===== config.mk =====
export PLATFORM = sky130hd
export DESIGN_NAME = asc_ctrl
export DESIGN_NICKNAME = d
export VERILOG_FILES = /design/src/hdl/asc_pkg.sv /design/src/hdl/asc_buf2.sv /design/src/hdl/asc_ctrl.sv
export SDC_FILE = /design/constraint.sdc
export NUM_CORES = 1
export LEC_CHECK = 0
export ABC_AREA = 1
export BUFFER_PORTS_ARGS = -buffer_cell sky130_fd_sc_hd__buf_2
export CAP_MARGIN = 10
export CORE_AREA = 3 3 98 62
export DETAILED_ROUTE_END_ITERATION = 12
export DIE_AREA = 0 0 101 65
export HOLD_SLACK_MARGIN = 0.1
export PLACE_DENSITY = 0.87
export SYNTH_ARGS = -nofsm -noshare
export SYNTH_HDL_FRONTEND = slang
export SYNTH_SLANG_ARGS = --single-unit

===== constraint.sdc =====
create_clock -name clk -period 3 [get_ports clk]
set_input_delay 0.3 -clock clk [delete_from_list [all_inputs] [get_ports clk]]
set_output_delay 0.3 -clock clk [all_outputs]
set_load 0.1 [all_outputs]

===== src/hdl/asc_pkg.sv =====
/*
 * shared constants and carrier types for the serial converter control block.
 * assumes a single 50 MHz system clock domain; pin inputs are synchronised in the block.
 */
package asc_pkg;
	// ======================================================================
	// frame and word layout
	localparam int RESULT_W = 10; // straight-binary result width
	localparam int CTRL_W = 8; // control byte width
	localparam int CONV_EDGES = 16; // serial clocks per conversion
	localparam int LEAD_ZEROS = 4; // falling edges of leading zeros
	localparam int RES_LAST_EDGE = 14; // last falling edge carrying result
	localparam int CHAN_HI = 5; // channel field msb in control byte
	localparam int CHAN_LO = 3; // channel field lsb in control byte
	localparam logic [2:0] CHAN_RESET = 3'h0; // first analog input after power-up
	localparam logic [RESULT_W-1:0] RESULT_EMPTY = 10'h000; // sent when no result is buffered
	localparam int CLK_MHZ = 50;

	// ======================================================================
	// carriers
	typedef struct packed {
		logic valid;
		logic [RESULT_W-1:0] data;
	} asc_result_type;

	typedef struct packed {
		logic [2:0] cs_p; // [0] first sync flop, [1] second, [2] delayed copy
		logic [2:0] sclk_p;
		logic [1:0] din_p;
		logic [3:0] rise_cnt;
		logic [4:0] fall_cnt;
		logic [CTRL_W-1:0] ctl_shift;
		logic [2:0] chan_pend;
		logic [2:0] chan_cur;
		logic [RESULT_W-1:0] res_shift;
		logic dout;
		logic doze;
		logic track;
	} asc_state_type;
endpackage


===== src/hdl/asc_buf2.sv =====
/*
 * two-entry buffer with valid/ready on both sides; read data come from a register.
 * assumes both sides run on clk and honour the handshake.
 */
`timescale 1ns/100ps
`default_nettype none
module asc_buf2
#(
	parameter int W = asc_pkg::RESULT_W
)
(
	// clock and control
	input wire logic clk,
	input wire logic rst_n,
	input wire logic ce,
	// fill side
	input wire logic in_valid,
	input wire logic [W-1:0] in_data,
	output logic in_ready,
	// drain side
	output logic out_valid,
	output logic [W-1:0] out_data,
	input wire logic out_ready
);
	typedef struct packed {
		logic [1:0][W-1:0] mem;
		logic wp;
		logic rp;
		logic [1:0] cnt;
	} asc_buf_type;

	asc_buf_type buf_reg;
	asc_buf_type buf_next;
	logic push;
	logic pop;

	// handshakes; full refuses the source so nothing is overwritten
	assign in_ready = (buf_reg.cnt != 2'h2);
	assign out_valid = (buf_reg.cnt != 2'h0);
	assign out_data = buf_reg.mem[buf_reg.rp];
	assign push = ce & in_valid & in_ready;
	assign pop = ce & out_ready & out_valid;

	// next state
	always_comb
	begin
		buf_next = buf_reg;
		if (push)
		begin
			buf_next.mem[buf_reg.wp] = in_data;
			buf_next.wp = ~buf_reg.wp;
		end
		if (pop)
			buf_next.rp = ~buf_reg.rp;
		buf_next.cnt = buf_reg.cnt + {1'b0, push} - {1'b0, pop};
	end

	// state register
	always_ff @(posedge clk)
	begin
		if (!rst_n)
			buf_reg <= '0;
		else
			buf_reg <= buf_next;
	end
endmodule
`default_nettype wire


===== src/hdl/asc_ctrl.sv =====
/*
 * digital control of an eight-channel 10-bit serial converter: pin framing,
 * channel select, result shifting and chip-select power control.
 * assumes the analog core pushes one result per conversion into res_* during the
 * track window and samples the channel on sample_chan while track is high.
 */
`timescale 1ns/100ps
`default_nettype none
module asc_ctrl
(
	// clock, reset, freeze
	input wire logic clk,
	input wire logic rst_n,
	input wire logic ce,
	// serial pins from the host
	input wire logic cs_n,
	input wire logic sclk,
	input wire logic din,
	output logic dout,
	output logic dout_oe,
	// analog core side
	output logic [2:0] sample_chan,
	output logic track,
	output logic powered,
	input wire logic res_valid,
	input wire logic [asc_pkg::RESULT_W-1:0] res_data,
	output logic res_ready
);
	asc_pkg::asc_state_type st_reg;
	asc_pkg::asc_state_type st_next;
	asc_pkg::asc_result_type head;
	logic head_pop;
	logic cs_low;
	logic cs_fall;
	logic sclk_rise;
	logic sclk_fall;
	logic [4:0] fall_idx;
	logic [asc_pkg::CTRL_W-1:0] ctl_byte;

	// ======================================================================
	// result buffer: a late shifter never loses a word the core delivered
	asc_buf2 #(.W(asc_pkg::RESULT_W)) u_buf (
		.clk(clk),
		.rst_n(rst_n),
		.ce(ce),
		.in_valid(res_valid),
		.in_data(res_data),
		.in_ready(res_ready),
		.out_valid(head.valid),
		.out_data(head.data),
		.out_ready(head_pop)
	);

	// ======================================================================
	// pin events, seen only from the second sync flop onward
	assign cs_low = ~st_reg.cs_p[1];
	assign cs_fall = ~st_reg.cs_p[1] & st_reg.cs_p[2];
	assign sclk_rise = cs_low & ~cs_fall & st_reg.sclk_p[1] & ~st_reg.sclk_p[2];
	// select falling with clock low counts as the first falling edge
	assign sclk_fall = cs_low & ((~cs_fall & ~st_reg.sclk_p[1] & st_reg.sclk_p[2]) | (cs_fall & ~st_reg.sclk_p[1]));
	assign fall_idx = (st_reg.fall_cnt == 5'(asc_pkg::CONV_EDGES)) ? 5'h01 : st_reg.fall_cnt + 5'h01;
	assign ctl_byte = {st_reg.ctl_shift[asc_pkg::CTRL_W-2:0], st_reg.din_p[1]};
	// hold starts on the last leading-zero falling edge (the fourth); take the buffered result then
	assign head_pop = ce & sclk_fall & (fall_idx == 5'(asc_pkg::LEAD_ZEROS));

	// ======================================================================
	// outputs
	assign dout = st_reg.dout;
	assign dout_oe = cs_low;
	assign powered = cs_low & ~st_reg.doze;
	assign sample_chan = st_reg.chan_cur;
	assign track = st_reg.track;

	// ======================================================================
	// next state
	always_comb
	begin
		st_next = st_reg;
		if (ce)
		begin
			st_next.cs_p = {st_reg.cs_p[1:0], cs_n};
			st_next.sclk_p = {st_reg.sclk_p[1:0], sclk};
			st_next.din_p = {st_reg.din_p[0], din};
			if (!cs_low)
			begin
				// deselected: counters restart and the pin goes undriven
				st_next.rise_cnt = 4'h0;
				st_next.fall_cnt = 5'h00;
				st_next.track = 1'b0;
				st_next.doze = 1'b0;
				st_next.dout = 1'b0;
			end
			else
			begin
				if (sclk_rise)
				begin
					// four-bit count wraps every sixteen rises
					st_next.rise_cnt = st_reg.rise_cnt + 4'h1;
					if (st_reg.rise_cnt < 4'(asc_pkg::CTRL_W))
						st_next.ctl_shift = ctl_byte;
					if (st_reg.rise_cnt == 4'(asc_pkg::CTRL_W - 1))
						st_next.chan_pend = ctl_byte[asc_pkg::CHAN_HI:asc_pkg::CHAN_LO];
				end
				if (sclk_fall)
				begin
					st_next.fall_cnt = fall_idx;
					st_next.dout = 1'b0;
					if (fall_idx == 5'h01)
					begin
						// channel change waits for a conversion boundary
						st_next.chan_cur = st_reg.chan_pend;
						st_next.track = 1'b1;
						st_next.doze = 1'b0;
					end
					if (fall_idx == 5'(asc_pkg::LEAD_ZEROS))
					begin
						st_next.track = 1'b0;
						st_next.res_shift = head.valid ? head.data : asc_pkg::RESULT_EMPTY;
					end
					if (fall_idx > 5'(asc_pkg::LEAD_ZEROS) && fall_idx <= 5'(asc_pkg::RES_LAST_EDGE))
					begin
						st_next.dout = st_reg.res_shift[asc_pkg::RESULT_W-1];
						st_next.res_shift = {st_reg.res_shift[asc_pkg::RESULT_W-2:0], 1'b0};
					end
					if (fall_idx == 5'(asc_pkg::CONV_EDGES))
						st_next.doze = 1'b1;
				end
			end
		end
	end

	// state register; reset doubles as power-up
	always_ff @(posedge clk)
	begin
		if (!rst_n)
		begin
			st_reg <= '0;
			st_reg.cs_p <= 3'h7;
			st_reg.chan_pend <= asc_pkg::CHAN_RESET;
			st_reg.chan_cur <= asc_pkg::CHAN_RESET;
		end
		else
			st_reg <= st_next;
	end

	// ======================================================================
	// checks
	a_deselect_no_drive: assert property (@(posedge clk) disable iff (!rst_n) st_reg.cs_p[1] |-> !dout_oe && !powered)
		else $error("output driven or powered while deselected");
	// only the second sync flop is read; a select that rose meanwhile excuses the check
	a_power_follows_cs: assert property (@(posedge clk) disable iff (!rst_n) ce && $fell(st_reg.cs_p[1]) |=> st_reg.cs_p[1] || powered)
		else $error("not powered after select fell");
	a_doze_after_16: assert property (@(posedge clk) disable iff (!rst_n) ce && sclk_fall && fall_idx == 5'h10 |=> !powered)
		else $error("still powered after sixteenth falling edge");
	a_wake_on_first: assert property (@(posedge clk) disable iff (!rst_n) ce && sclk_fall && fall_idx == 5'h01 |=> st_reg.cs_p[1] || (powered && track))
		else $error("no wake on first falling edge");
	a_lead_zeros: assert property (@(posedge clk) disable iff (!rst_n) ce && sclk_fall && fall_idx <= 5'h04 |=> !dout)
		else $error("leading bit not zero");
	a_trail_zeros: assert property (@(posedge clk) disable iff (!rst_n) ce && sclk_fall && fall_idx >= 5'h0f |=> !dout)
		else $error("trailing bit not zero");
	a_result_msb: assert property (@(posedge clk) disable iff (!rst_n) ce && sclk_fall && fall_idx == 5'h05 |=> dout == $past(st_reg.res_shift[9]))
		else $error("result msb not sent on fifth edge");
	a_result_load: assert property (@(posedge clk) disable iff (!rst_n) head_pop && head.valid |=> st_reg.res_shift == $past(head.data))
		else $error("result not taken from buffer");
	a_conv_count: assert property (@(posedge clk) disable iff (!rst_n) st_reg.fall_cnt <= 5'h10)
		else $error("conversion longer than sixteen clocks");
	a_ctl_capture: assert property (@(posedge clk) disable iff (!rst_n) ce && sclk_rise && st_reg.rise_cnt == 4'h7 |=> st_reg.chan_pend == $past(ctl_byte[5:3]) && sample_chan == $past(sample_chan))
		else $error("channel capture wrong or applied early");
	a_reset_chan: assert property (@(posedge clk) $rose(rst_n) |-> sample_chan == 3'h0)
		else $error("channel not first input after reset");
	// the falling count wraps from sixteen back to one in continuous mode
	a_fall_wrap: assert property (@(posedge clk) disable iff (!rst_n) ce && sclk_fall && st_reg.fall_cnt == 5'h10 |=> st_reg.fall_cnt == 5'h01)
		else $error("falling count did not wrap to one");
	// each detected falling edge below a count of sixteen advances the count by exactly one
	a_fall_step: assert property (@(posedge clk) disable iff (!rst_n) ce && sclk_fall && st_reg.fall_cnt != 5'h10 |=> st_reg.fall_cnt == $past(st_reg.fall_cnt) + 5'h01)
		else $error("falling count skipped");
	// each detected rising edge advances the rise count by one
	a_rise_step: assert property (@(posedge clk) disable iff (!rst_n) ce && sclk_rise |=> st_reg.rise_cnt == $past(st_reg.rise_cnt) + 4'h1)
		else $error("rising count skipped");
	// the channel only moves at a conversion boundary
	a_chan_hold: assert property (@(posedge clk) disable iff (!rst_n) ce && !(sclk_fall && fall_idx == 5'h01) |=> sample_chan == $past(sample_chan))
		else $error("channel changed inside a conversion");
	// at the boundary the pending channel takes over
	a_chan_apply: assert property (@(posedge clk) disable iff (!rst_n) ce && sclk_fall && fall_idx == 5'h01 |=> sample_chan == $past(st_reg.chan_pend))
		else $error("pending channel not applied");
	// tracking ends when the hold starts on the fourth falling edge
	a_track_close: assert property (@(posedge clk) disable iff (!rst_n) ce && sclk_fall && fall_idx == 5'h04 |=> !track)
		else $error("track still high after fourth falling edge");
	// a low enable freezes every flop, sync stages included
	a_freeze_all: assert property (@(posedge clk) disable iff (!rst_n) !ce |=> st_reg == $past(st_reg))
		else $error("state moved while enable low");
	// result bits leave msb first from the shifter
	a_result_bits: assert property (@(posedge clk) disable iff (!rst_n) ce && sclk_fall && fall_idx > 5'h04 && fall_idx <= 5'h0e |=> dout == $past(st_reg.res_shift[9]))
		else $error("result bit out of order");
	// deselect clears counters and tracking so the next frame starts clean
	a_deselect_clear: assert property (@(posedge clk) disable iff (!rst_n) ce && !cs_low |=> st_reg.fall_cnt == 5'h00 && st_reg.rise_cnt == 4'h0 && !track)
		else $error("counters not cleared while deselected");
	// an empty buffer at the hold start sends an all-zero word
	a_empty_zero: assert property (@(posedge clk) disable iff (!rst_n) head_pop && !head.valid |=> st_reg.res_shift == 10'h000)
		else $error("stale result sent from empty buffer");
	// once dozing, power stays off until the next first falling edge or a new select after a deselect
	a_doze_hold: assert property (@(posedge clk) disable iff (!rst_n) ce && st_reg.doze && !sclk_fall |=> !powered)
		else $error("woke from doze without a falling edge");
	// control bits enter the shifter from the synced data pin
	a_ctl_shift: assert property (@(posedge clk) disable iff (!rst_n) ce && sclk_rise && st_reg.rise_cnt < 4'h8 |=> st_reg.ctl_shift[0] == $past(st_reg.din_p[1]))
		else $error("control bit not shifted in");
endmodule
`default_nettype wire


==> impl_metrics.env, run 1 <==
export IMPL_ys_ff_latch=65
export IMPL_mappedNetlistNets=457
export IMPL_fin_ws_ns=0.569
export IMPL_crit_buf_inv=2
export IMPL_fp_coreArea_mm2=0.00515
export IMPL_wl_met2_um=2750
export IMPL_post_cts_resized=0
export IMPL_drc=0
export IMPL_crit_cells=13
export IMPL_grt_max_degree=46
export IMPL_grt_overflow=0
export IMPL_cap_violations=0
export IMPL_via_per_inst=5.15
export IMPL_drt_wl_total_um=6540
export IMPL_first_pass_iters=4
export IMPL_rr_endpoint="u_buf.buf_reg[1]"
export IMPL_synth_top_area_cell="dfxtp_1"
export IMPL_outcome="finished, final reports clean"
export IMPL_worstSetupStartpointType="flip-flop"
export IMPL_p_leak_uw=0.00151
export IMPL_crit_arrival_ns=2.70
export IMPL_p_total_uw=1930
export IMPL_path_clk_slew_ns=0.07
export IMPL_fp_dieH_um=65
export IMPL_cts_buffers=9
export IMPL_p_per_area_mw_per_mm2=564
export IMPL_skew_ns=0.00719
export IMPL_antenna_cells=0
export IMPL_synth_area_leaders="dfxtp_1, nand2_1, a21oi_1, o21ai_0, nor2_1"
export IMPL_fin_crit_sh=0.810
export IMPL_largest_register_ffs=30
export IMPL_post_place_ws_ns=0.588
export IMPL_grt_pass1_vias=2435
export IMPL_die_area_mm2=0.00657
export IMPL_hold_viol_final=0
export IMPL_drtIter0Drc=164
export IMPL_ctsHoldBuffers=0
export IMPL_reg2reg_from="st_reg[27]"
export IMPL_netlist_area_mm2=0.00308
export IMPL_cts_root_buf="clkbuf_8"
export IMPL_wl_met1_um=3200
export IMPL_rrSetupSlack_ns=0.57
export IMPL_worstPathCellList="ha_1, inv_1, nand2_2, nand2_2, nor2_4, nand3_4, nor4_1, ha_1, inv_1, ha_1, xor2_1, o21ai_0, a21oi_1"
export IMPL_crit_end="u_buf.buf_reg[1]"
export IMPL_cp_max_fo=8
export IMPL_rows=20
export IMPL_path_delay_family="adder cells"
export IMPL_synth_cells=434
export IMPL_cts_sinks=65
export IMPL_synth_top_cell_area_share=0.423
export IMPL_layout_drive_gt1_share=0.146
export IMPL_grt_usage=0.215
export IMPL_cts_tree="yes"
export IMPL_drtAntennaViolNets=0
export IMPL_finalMaxSlewViolations=0
export IMPL_grt_pass1_wl_um=11100
export IMPL_met3WireLength_um=514
export IMPL_yosysUniqueCellTypes=27
export IMPL_dp_cells=508
export IMPL_area_growth_pct=11.3
export IMPL_final_util=0.664
export IMPL_setup_viol=0
export IMPL_path_common_cell="ha_1"
export IMPL_crit_slowest_cell="dfxtp_1"
export IMPL_routed_top_layer="met4"
export IMPL_yosysWarnings=0
export IMPL_r2r_cells=13
export IMPL_hold_path_class="in -> reg"
export IMPL_antenna_found_initial=0
export IMPL_instances_no_fill=524
export IMPL_maxSlewHeadroom=0.627
export IMPL_crit_path_start="st_reg[27]"
export IMPL_cts_buffer_depth=2
export IMPL_cp_end_kind="flip-flop"
export IMPL_gp_congestion=0.882
export IMPL_whs_path_depth=3
export IMPL_port_buffers=24
export IMPL_io_pins=25
export IMPL_tightestPinTransition_ns=0.559
export IMPL_die_w_um=101
export IMPL_start_util=0.597
export IMPL_synth_avg_cell_area_um2=7.09
export IMPL_setup_tns_ns=0
export IMPL_criticalPathCategory="reg -> reg"
export IMPL_nets=476
export IMPL_vdd_ir_drop_max_mv=0.328
export IMPL_vias=2700
export IMPL_htree_levels=3
export IMPL_dp_hpwl_um=4720
export IMPL_post_route_min_period_ns=2.43
export IMPL_crit_required_ns=3.27
export IMPL_yosysSeqAreaShare=0.423
export IMPL_rsz0062_at_grt="false"
export IMPL_cpPeakStageDelay_ns=0.45
export IMPL_clkLatencyLatePin_ns=0.34
export IMPL_cts_setup_buffers=0
export IMPL_fmax_mhz=411
export IMPL_wl_per_cell_um=12.5
worst min path at each step:
| stage | startpoint | end | slack, ns |
|---|---|---|---|
| floorplan | cs_n | st_reg[41] | 0.43 |
| global placement | u_buf.buf_reg[9] | u_buf.buf_reg[9] | 0.44 |
| detailed placement | st_reg[41] | st_reg[41] | 0.44 |
| CTS | cs_n | st_reg[41] | 0.16 |
| global route | cs_n | st_reg[41] | 0.20 |
| finish | cs_n | st_reg[41] | 0.17 |
power by group:
part | leakage, uW | internal, uW | switching (uW)
sequential | 0.000528 | 888 | 14.7
clock | 0.000118 | 553 | 331
combinational | 0.000863 | 40.1 | 105
total | 0.00151 | 1480 | 450
worst min-delay path: cells and delay by family:
kind                   cells  cell delay, ns
and+or+nand+nor            2            0.10
buffers and inverters      1            0.08
metrics by stage:
| stage | hold slack [ns] | instance area, um^2 |
|---|---|---|
| 2_1_floorplan | 0.426 | 3080 |
| 3_3_place_gp | 0.438 | 3190 |
| 3_5_place_dp | 0.443 | 3190 |
| 4_1_cts | 0.156 | 3420 |
| 5_1_grt | 0.196 | 3420 |
| 6_report | 0.170 | 3420 |
cell families (layout without fill, tap and decap cells):
logic type	count (synthesis)	after routing	synth area share
simple gates	187	187	0.276
fa+ha+maj	6	6	0.0244
flops	65	65	0.423
buf+inv	73	97	0.102
xor+xnor	1	1	0.00285
compound gates	102	102	0.172
layer usage:
metal	GRT usage	up-vias
met5	0	-
met3	0.0656	9
met4	0.0680	0
met1	0.302	1181
li1	-	1423
met2	0.316	87
synth_stat cells:
cell      instances
nand3_1          17
clkbuf_1          7
nor2_1           57
a31oi_1           1
buf_2             4
a21oi_4           1
nor3_1            4
nand4_1           4
xor2_1            1
a21oi_1          52
nor2_8            1
nand2_2          12
dfxtp_1          65
buf_6             2
a22oi_1           1
o21ai_0          46
nor4_1            1
nand2_1          83
o21ai_2           1
ha_1              6
inv_1            49
nand3_4           3
nor2_2            3
nor2_4            2
inv_2             4
buf_4             5
clkinv_1          2
cells in the final DEF, fill, tap and decap left out, drive strengths merged:
master	count
a21oi	53
a22oi	1
a31oi	1
buf	26
bufinv	3
clkbuf	11
clkinv	4
dfxtp	65
ha	6
inv	53
nand2	95
nand3	20
nand4	4
nor2	63
nor3	4
nor4	1
o21ai	47
xor2	1
area by class of cell:
cell class / instances / area (um^2)
clock inverters: 5 / 104
fillers: 433 / 1730
flip-flops and latches: 65 / 1300
multi-input cells: 296 / 1460
repair buffers: 26 / 135
well taps: 66 / 82.6
clock buffers: 11 / 131
inverters: 55 / 206
Power figures use the tool's default switching activity.
==> run 2, diff against run 1 <==
==> constraint.sdc (replaced) <==
create_clock -name clk -period 2.41 [get_ports clk]
set_input_delay 0.241 -clock clk [delete_from_list [all_inputs] [get_ports clk]]
set_output_delay 0.241 -clock clk [all_outputs]
set_load 0.1 [all_outputs]
==> run 2 against run 1 <==
Net effect: setup slack worse by 0.36 ns; critical path depth is 1 higher; clock skew is 0.00092 ns higher; worst hold slack worse by 0.056 ns; clock-buffer cell count stayed put; register-to-register slack worse by 0.36 ns; final cell count is 0.95% higher; via count is 3.0% higher; flip-flop and latch count stayed put; global-route usage is 0.23 points higher; critical path type unchanged; critical endpoint unchanged; largest cell class unchanged; largest power group unchanged.
==> impl_metrics.env, run 2 (same netlist as run 1, synthesis figures left out) <==
export IMPL_port_buffers=24
export IMPL_r2r_cells=14
export IMPL_worstPathCellList="inv_1, ha_2, nand2_1, inv_1, nand2_2, nand3_4, nand3_4, nor4_4, ha_1, inv_1, ha_1, xor2_1, o21ai_1, a21oi_1"
export IMPL_hold_path_class="in -> reg"
export IMPL_p_leak_uw=0.00152
export IMPL_crit_required_ns=2.69
export IMPL_pwr_share_clk=0.407
export IMPL_setup_tns_ns=0
export IMPL_cpPeakStageDelay_ns=0.37
export IMPL_fp_dieH_um=65
export IMPL_grt_pass1_vias=2422
export IMPL_htree_levels=3
export IMPL_path_clk_slew_ns=0.07
export IMPL_switching_share=0.260
export IMPL_rrSetupSlack_ns=0.20
export IMPL_switchingPower_uw=573
export IMPL_post_route_min_period_ns=2.21
export IMPL_whs_path_depth=3
export IMPL_layout_drive_gt1_share=0.164
export IMPL_post_place_ws_ns=-0.0262
export IMPL_crit_arrival_ns=2.49
export IMPL_cap_violations=0
export IMPL_skew_ns=0.00811
export IMPL_area_growth_pct=11.8
export IMPL_antenna_found_initial=0
export IMPL_clkLatencyLatePin_ns=0.36
export IMPL_worstSetupStartpointType="flip-flop"
export IMPL_layout_commonest_cell="nand2_1"
export IMPL_wl_per_cell_um=12.6
export IMPL_grt_overflow=0
export IMPL_p_per_area_mw_per_mm2=640
export IMPL_power_frac_comb=0.084
export IMPL_rr_endpoint="u_buf.buf_reg[1]"
export IMPL_path_common_cell="inv_1"
export IMPL_grt_max_degree=46
export IMPL_cts_buffers=9
export IMPL_outcome="finished, final reports clean"
export IMPL_criticalPathCategory="reg -> reg"
export IMPL_io_pins=25
export IMPL_start_util=0.597
export IMPL_maxSlewHeadroom=0.458
export IMPL_cp_max_fo=8
export IMPL_cts_buffer_depth=2
export IMPL_cts_sinks=65
export IMPL_dp_cells=509
export IMPL_nets=481
export IMPL_gp_congestion=0.964
export IMPL_hold_viol_final=0
export IMPL_fin_crit_sh=0.915
export IMPL_rows=20
export IMPL_pwr_share_seq=0.509
export IMPL_whs_endpoint="st_reg[38]"
export IMPL_drt_wl_total_um=6660
export IMPL_die_area_mm2=0.00657
export IMPL_first_pass_iters=4
export IMPL_min_delay_start="sclk"
export IMPL_finalMaxSlewViolations=0
export IMPL_grt_pass1_wl_um=11100
export IMPL_fp_coreArea_mm2=0.00515
export IMPL_reg2reg_from="st_reg[27]"
export IMPL_vias=2782
export IMPL_instances_no_fill=529
export IMPL_via_per_inst=5.26
export IMPL_largest_register_ffs=30
export IMPL_tightestPinTransition_ns=0.810
export IMPL_dp_hpwl_um=4690
export IMPL_setup_viol=0
export IMPL_die_w_um=101
export IMPL_antenna_cells=0
export IMPL_grt_usage=0.218
export IMPL_internal_power_uw=1630
export IMPL_rsz0062_at_grt="false"
export IMPL_drtIter0Drc=196
export IMPL_fin_ws_ns=0.205
export IMPL_fmax_mhz=453
export IMPL_drc=0
export IMPL_vdd_ir_drop_max_mv=0.388
export IMPL_crit_slowest_cell="dfxtp_4"
export IMPL_mostFrequentLayoutCells="nand2_1, dfxtp_1, nor2_1, a21oi_1, inv_1"
export IMPL_cts_tree="yes"
export IMPL_cts_root_buf="clkbuf_8"
export IMPL_cp_end_kind="flip-flop"
export IMPL_drtAntennaViolNets=0
-- run 2: how the worst max path moves through the flow --
stage	startpoint	to	slack [ns]	cells after the start
floorplan	st_reg[27]	u_buf.buf_reg[1]	0.29	13
global placement	st_reg[27]	u_buf.buf_reg[1]	0.17	13
detailed placement	st_reg[27]	u_buf.buf_reg[1]	-0.03	13
CTS	st_reg[27]	u_buf.buf_reg[1]	0.06	14
global route	st_reg[27]	u_buf.buf_reg[1]	0.01	14
finish	st_reg[27]	u_buf.buf_reg[1]	0.20	14
-- run 2: final cells by class --
type	count	area, um^2
sequential	65	1310
timing repair buffer	31	175
multi-input combinational	296	1480
tap	66	82.6
clock buffer	11	131
clock inverter	5	56.3
fill	429	1710
inverter	55	206
-- run 2: stage by stage --
stage	total power, uW	utilization	area (um^2)	hold slack (ns)
floorplan	1270	-	3080	0.367
global placement	1320	0.620	3200	0.439
detailed placement	1330	0.620	3200	0.443
CTS	2220	0.659	3400	0.113
global route	2280	0.668	3440	0.141
finish	2200	0.668	3440	0.115
-- run 2: metal layers --
layer  global-route usage  wire length [um]  part of all wire
met1                0.291              3260              0.49
met4               0.0763                87             0.013
met3               0.0720               453             0.068
met5                    0                 0                 0
met2                0.330              2860              0.43
-- run 2: critical path, delay by kind of cell (launching register included) --
family | cells | cell delay (ns)
buffers and inverters | 3 | 0.21
and+or+nand+nor | 5 | 0.50
AOI/OAI and AO/OA | 2 | 0.23
DFF | 1 | 0.37
xor gates and xnor gates | 1 | 0.20
adders and majority gates | 3 | 0.59
-- run 2: timing repair --
item | 4_1_cts | 5_1_grt
setup buffers | 0 | 3
endpoints found under the setup margin | 1 | 1
hold buffers | 1 | 0
pin swaps | 0 | 2
hold endpoints to repair | 1 | 0
resized for setup | 3 | 5
-- run 2: power by group through the flow --
stage	registers (uW)	logic [uW]	clock network (uW)
floorplan	1150	121	0
global placement	1150	174	0
detailed placement	1150	179	0
CTS	1120	182	911
global route	1120	206	952
finish	1120	185	897
==> run 3, diff against run 2 <==
--- a/config.mk
+++ b/config.mk
@@ -6,13 +6,15 @@
 export NUM_CORES = 1
 export LEC_CHECK = 0
 export ABC_AREA = 1
-export BUFFER_PORTS_ARGS = -buffer_cell sky130_fd_sc_hd__buf_2
 export CAP_MARGIN = 10
-export CORE_AREA = 3 3 98 62
+export CORE_AREA = 3 3 94 60
+export CTS_BUF_LIST = sky130_fd_sc_hd__clkbuf_8
 export DETAILED_ROUTE_END_ITERATION = 12
-export DIE_AREA = 0 0 101 65
+export DIE_AREA = 0 0 97 63
+export DONT_BUFFER_PORTS = 1
 export HOLD_SLACK_MARGIN = 0.1
-export PLACE_DENSITY = 0.87
+export PLACE_DENSITY = 0.89
+export SLEW_MARGIN = 10
 export SYNTH_ARGS = -nofsm -noshare
 export SYNTH_HDL_FRONTEND = slang
 export SYNTH_SLANG_ARGS = --single-unit
==> run 3 against run 2 <==
Net effect: sequential share of layout area fell by 4.0 points; combinational power rose by 35%; via count rose by 24%; setup slack got worse by 0.20 ns; total power rose by 4.4%; design area rose by 12%; first-iteration DRC count rose to 2.5 times the previous value; register-to-register slack got worse by 0.20 ns; flip-flop and latch count did not move; sequential power barely moved; clock-buffer cell count fell by 2; largest cell class unchanged; largest power group unchanged.
==> impl_metrics.env, run 3 (same netlist as run 1, synthesis figures left out) <==
export IMPL_path_clk_slew_ns=0.08
export IMPL_grt_usage=0.320
export IMPL_power_frac_comb=0.108
export IMPL_gp_congestion=0.839
export IMPL_hold_path_class="in -> reg"
export IMPL_tightestPinTransition_ns=0.932
export IMPL_r2r_cells=8
export IMPL_outcome="finished, final reports clean"
export IMPL_cts_sinks=65
export IMPL_wl_per_cell_um=19.1
export IMPL_dp_hpwl_um=4610
export IMPL_fp_coreArea_mm2=0.00493
export IMPL_crit_required_ns=2.71
export IMPL_cts_buffer_depth=2
export IMPL_whs_endpoint="u_buf.buf_reg[0]"
export IMPL_die_area_mm2=0.00611
export IMPL_die_w_um=97
export IMPL_whs_ns=0.000695
export IMPL_start_util=0.624
export IMPL_fin_crit_sh=0.996
export IMPL_cpPeakStageDelay_ns=0.59
export IMPL_grt_max_degree=47
export IMPL_rows=20
export IMPL_min_delay_start="rst_n"
export IMPL_drt_wl_total_um=10600
export IMPL_first_pass_iters=9
export IMPL_internal_power_uw=1660
export IMPL_maxSlewHeadroom=0.378
export IMPL_drtIter0Drc=497
export IMPL_grt_pass1_vias=3215
export IMPL_criticalPathCategory="reg -> reg"
export IMPL_grt_overflow=0
export IMPL_fp_dieH_um=63
export IMPL_nets=508
export IMPL_rr_endpoint="u_buf.buf_reg[22]"
export IMPL_setup_viol=0
export IMPL_skew_ns=0.0120
export IMPL_p_per_area_mw_per_mm2=597
export IMPL_antenna_cells=0
export IMPL_routed_top_layer="met4"
export IMPL_layout_commonest_cell="nand2_1"
export IMPL_io_pins=25
export IMPL_worstSetupStartpointType="flip-flop"
export IMPL_wl_met1_um=3930
export IMPL_fmax_mhz=417
export IMPL_largest_register_ffs=30
export IMPL_drc=0
export IMPL_pwr_share_clk=0.402
export IMPL_seq_area_mm2=0.00131
export IMPL_finalMaxSlewViolations=0
export IMPL_rrSetupSlack_ns=0.009
export IMPL_switching_share=0.277
export IMPL_multi_input_area_mm2=0.00151
export IMPL_wl_met2_um=4780
export IMPL_crit_arrival_ns=2.70
export IMPL_reg2reg_from="u_buf.buf_reg[0]"
export IMPL_drtAntennaViolNets=0
export IMPL_setup_tns_ns=0
export IMPL_post_place_ws_ns=0.0159
export IMPL_met3WireLength_um=1270
export IMPL_pwr_share_seq=0.490
export IMPL_clkLatencyLatePin_ns=0.36
export IMPL_cap_violations=0
export IMPL_fillers=267
export IMPL_grt_pass1_wl_um=15600
export IMPL_hold_viol_final=0
export IMPL_cp_end_kind="flip-flop"
export IMPL_port_buffers=0
export IMPL_crit_path_start="u_buf.buf_reg[0]"
export IMPL_fin_ws_ns=0.00920
export IMPL_path_common_cell="dlygate4sd3_1"
export IMPL_area_growth_pct=25.2
export IMPL_cts_root_buf="clkbuf_8"
export IMPL_switchingPower_uw=637
export IMPL_p_leak_uw=0.00163
export IMPL_post_route_min_period_ns=2.40
export IMPL_antenna_found_initial=0
export IMPL_layout_drive_gt1_share=0.124
export IMPL_whs_path_depth=2
export IMPL_mostFrequentLayoutCells="nand2_1, dfxtp_1, nor2_1, a21oi_1, inv_1"
export IMPL_via_per_inst=6.19
export IMPL_crit_buf_inv=3
export IMPL_vdd_ir_drop_max_mv=0.589
export IMPL_worstPathCellList="inv_1, nand2_2, nand3_2, nor2_4, o21ai_0, dlygate4sd3_1, nor2_1, dlygate4sd3_1"
export IMPL_ctsHoldBuffers=49
export IMPL_htree_levels=3
export IMPL_cp_max_fo=8
export IMPL_vias=3443
export IMPL_cts_tree="yes"
export IMPL_rsz0062_at_grt="true"
export IMPL_path_delay_family="buffers and inverters"
export IMPL_cts_buffers=9
export IMPL_crit_slowest_cell="dlygate4sd3_1"
[run 3: layout make-up]
| class | instances | share of cell area |
|---|---|---|
| clock buffer | 9 | 0.0321 |
| clock inverter | 7 | 0.0166 |
| inverter | 55 | 0.0536 |
| multi-input combinational | 296 | 0.392 |
| sequential | 65 | 0.339 |
| tap | 66 | 0.0214 |
| timing repair buffer | 58 | 0.145 |
[run 3: power groups by stage]
stage	Combinational (uW)	Sequential, uW	Clock (uW)
after floorplan	121	1150	0
after global placement	149	1140	0
after detailed placement	153	1150	0
after CTS	212	1120	890
after global routing	259	1130	953
final	249	1130	924
[run 3: worst max path at each step]
stage | end | slack (ns) | depth (start not counted)
floorplan | u_buf.buf_reg[1] | 0.29 | 13
global placement | u_buf.buf_reg[1] | 0.17 | 13
detailed placement | u_buf.buf_reg[1] | 0.02 | 14
CTS | u_buf.buf_reg[1] | 0.001 | 13
global route | u_buf.buf_reg[1] | -0.1 | 14
finish | u_buf.buf_reg[22] | 0.009 | 8
[run 3: routing by layer]
metal | global-route usage | vias up
met5 | 0 | -
li1 | - | 1489
met4 | 0.163 | 0
met3 | 0.122 | 87
met2 | 0.510 | 328
met1 | 0.378 | 1539
[run 3: what timing repair did]
item,4_1_cts,5_1_grt
resized for setup,0,14
setup endpoints to repair,0,21
buffers inserted,0,1
endpoints found under the hold margin,51,12
[run 3: stage by stage]
| step | area (um^2) | instances | total power (uW) | util |
|---|---|---|---|---|
| 2_1_floorplan | 3080 | 434 | 1270 | - |
| 3_3_place_gp | 3120 | 490 | 1290 | 0.632 |
| 3_5_place_dp | 3120 | 490 | 1300 | 0.632 |
| 4_1_cts | 3790 | 555 | 2220 | 0.770 |
| 5_1_grt | 3850 | 556 | 2340 | 0.782 |
| 6_report | 3850 | 556 | 2300 | 0.782 |
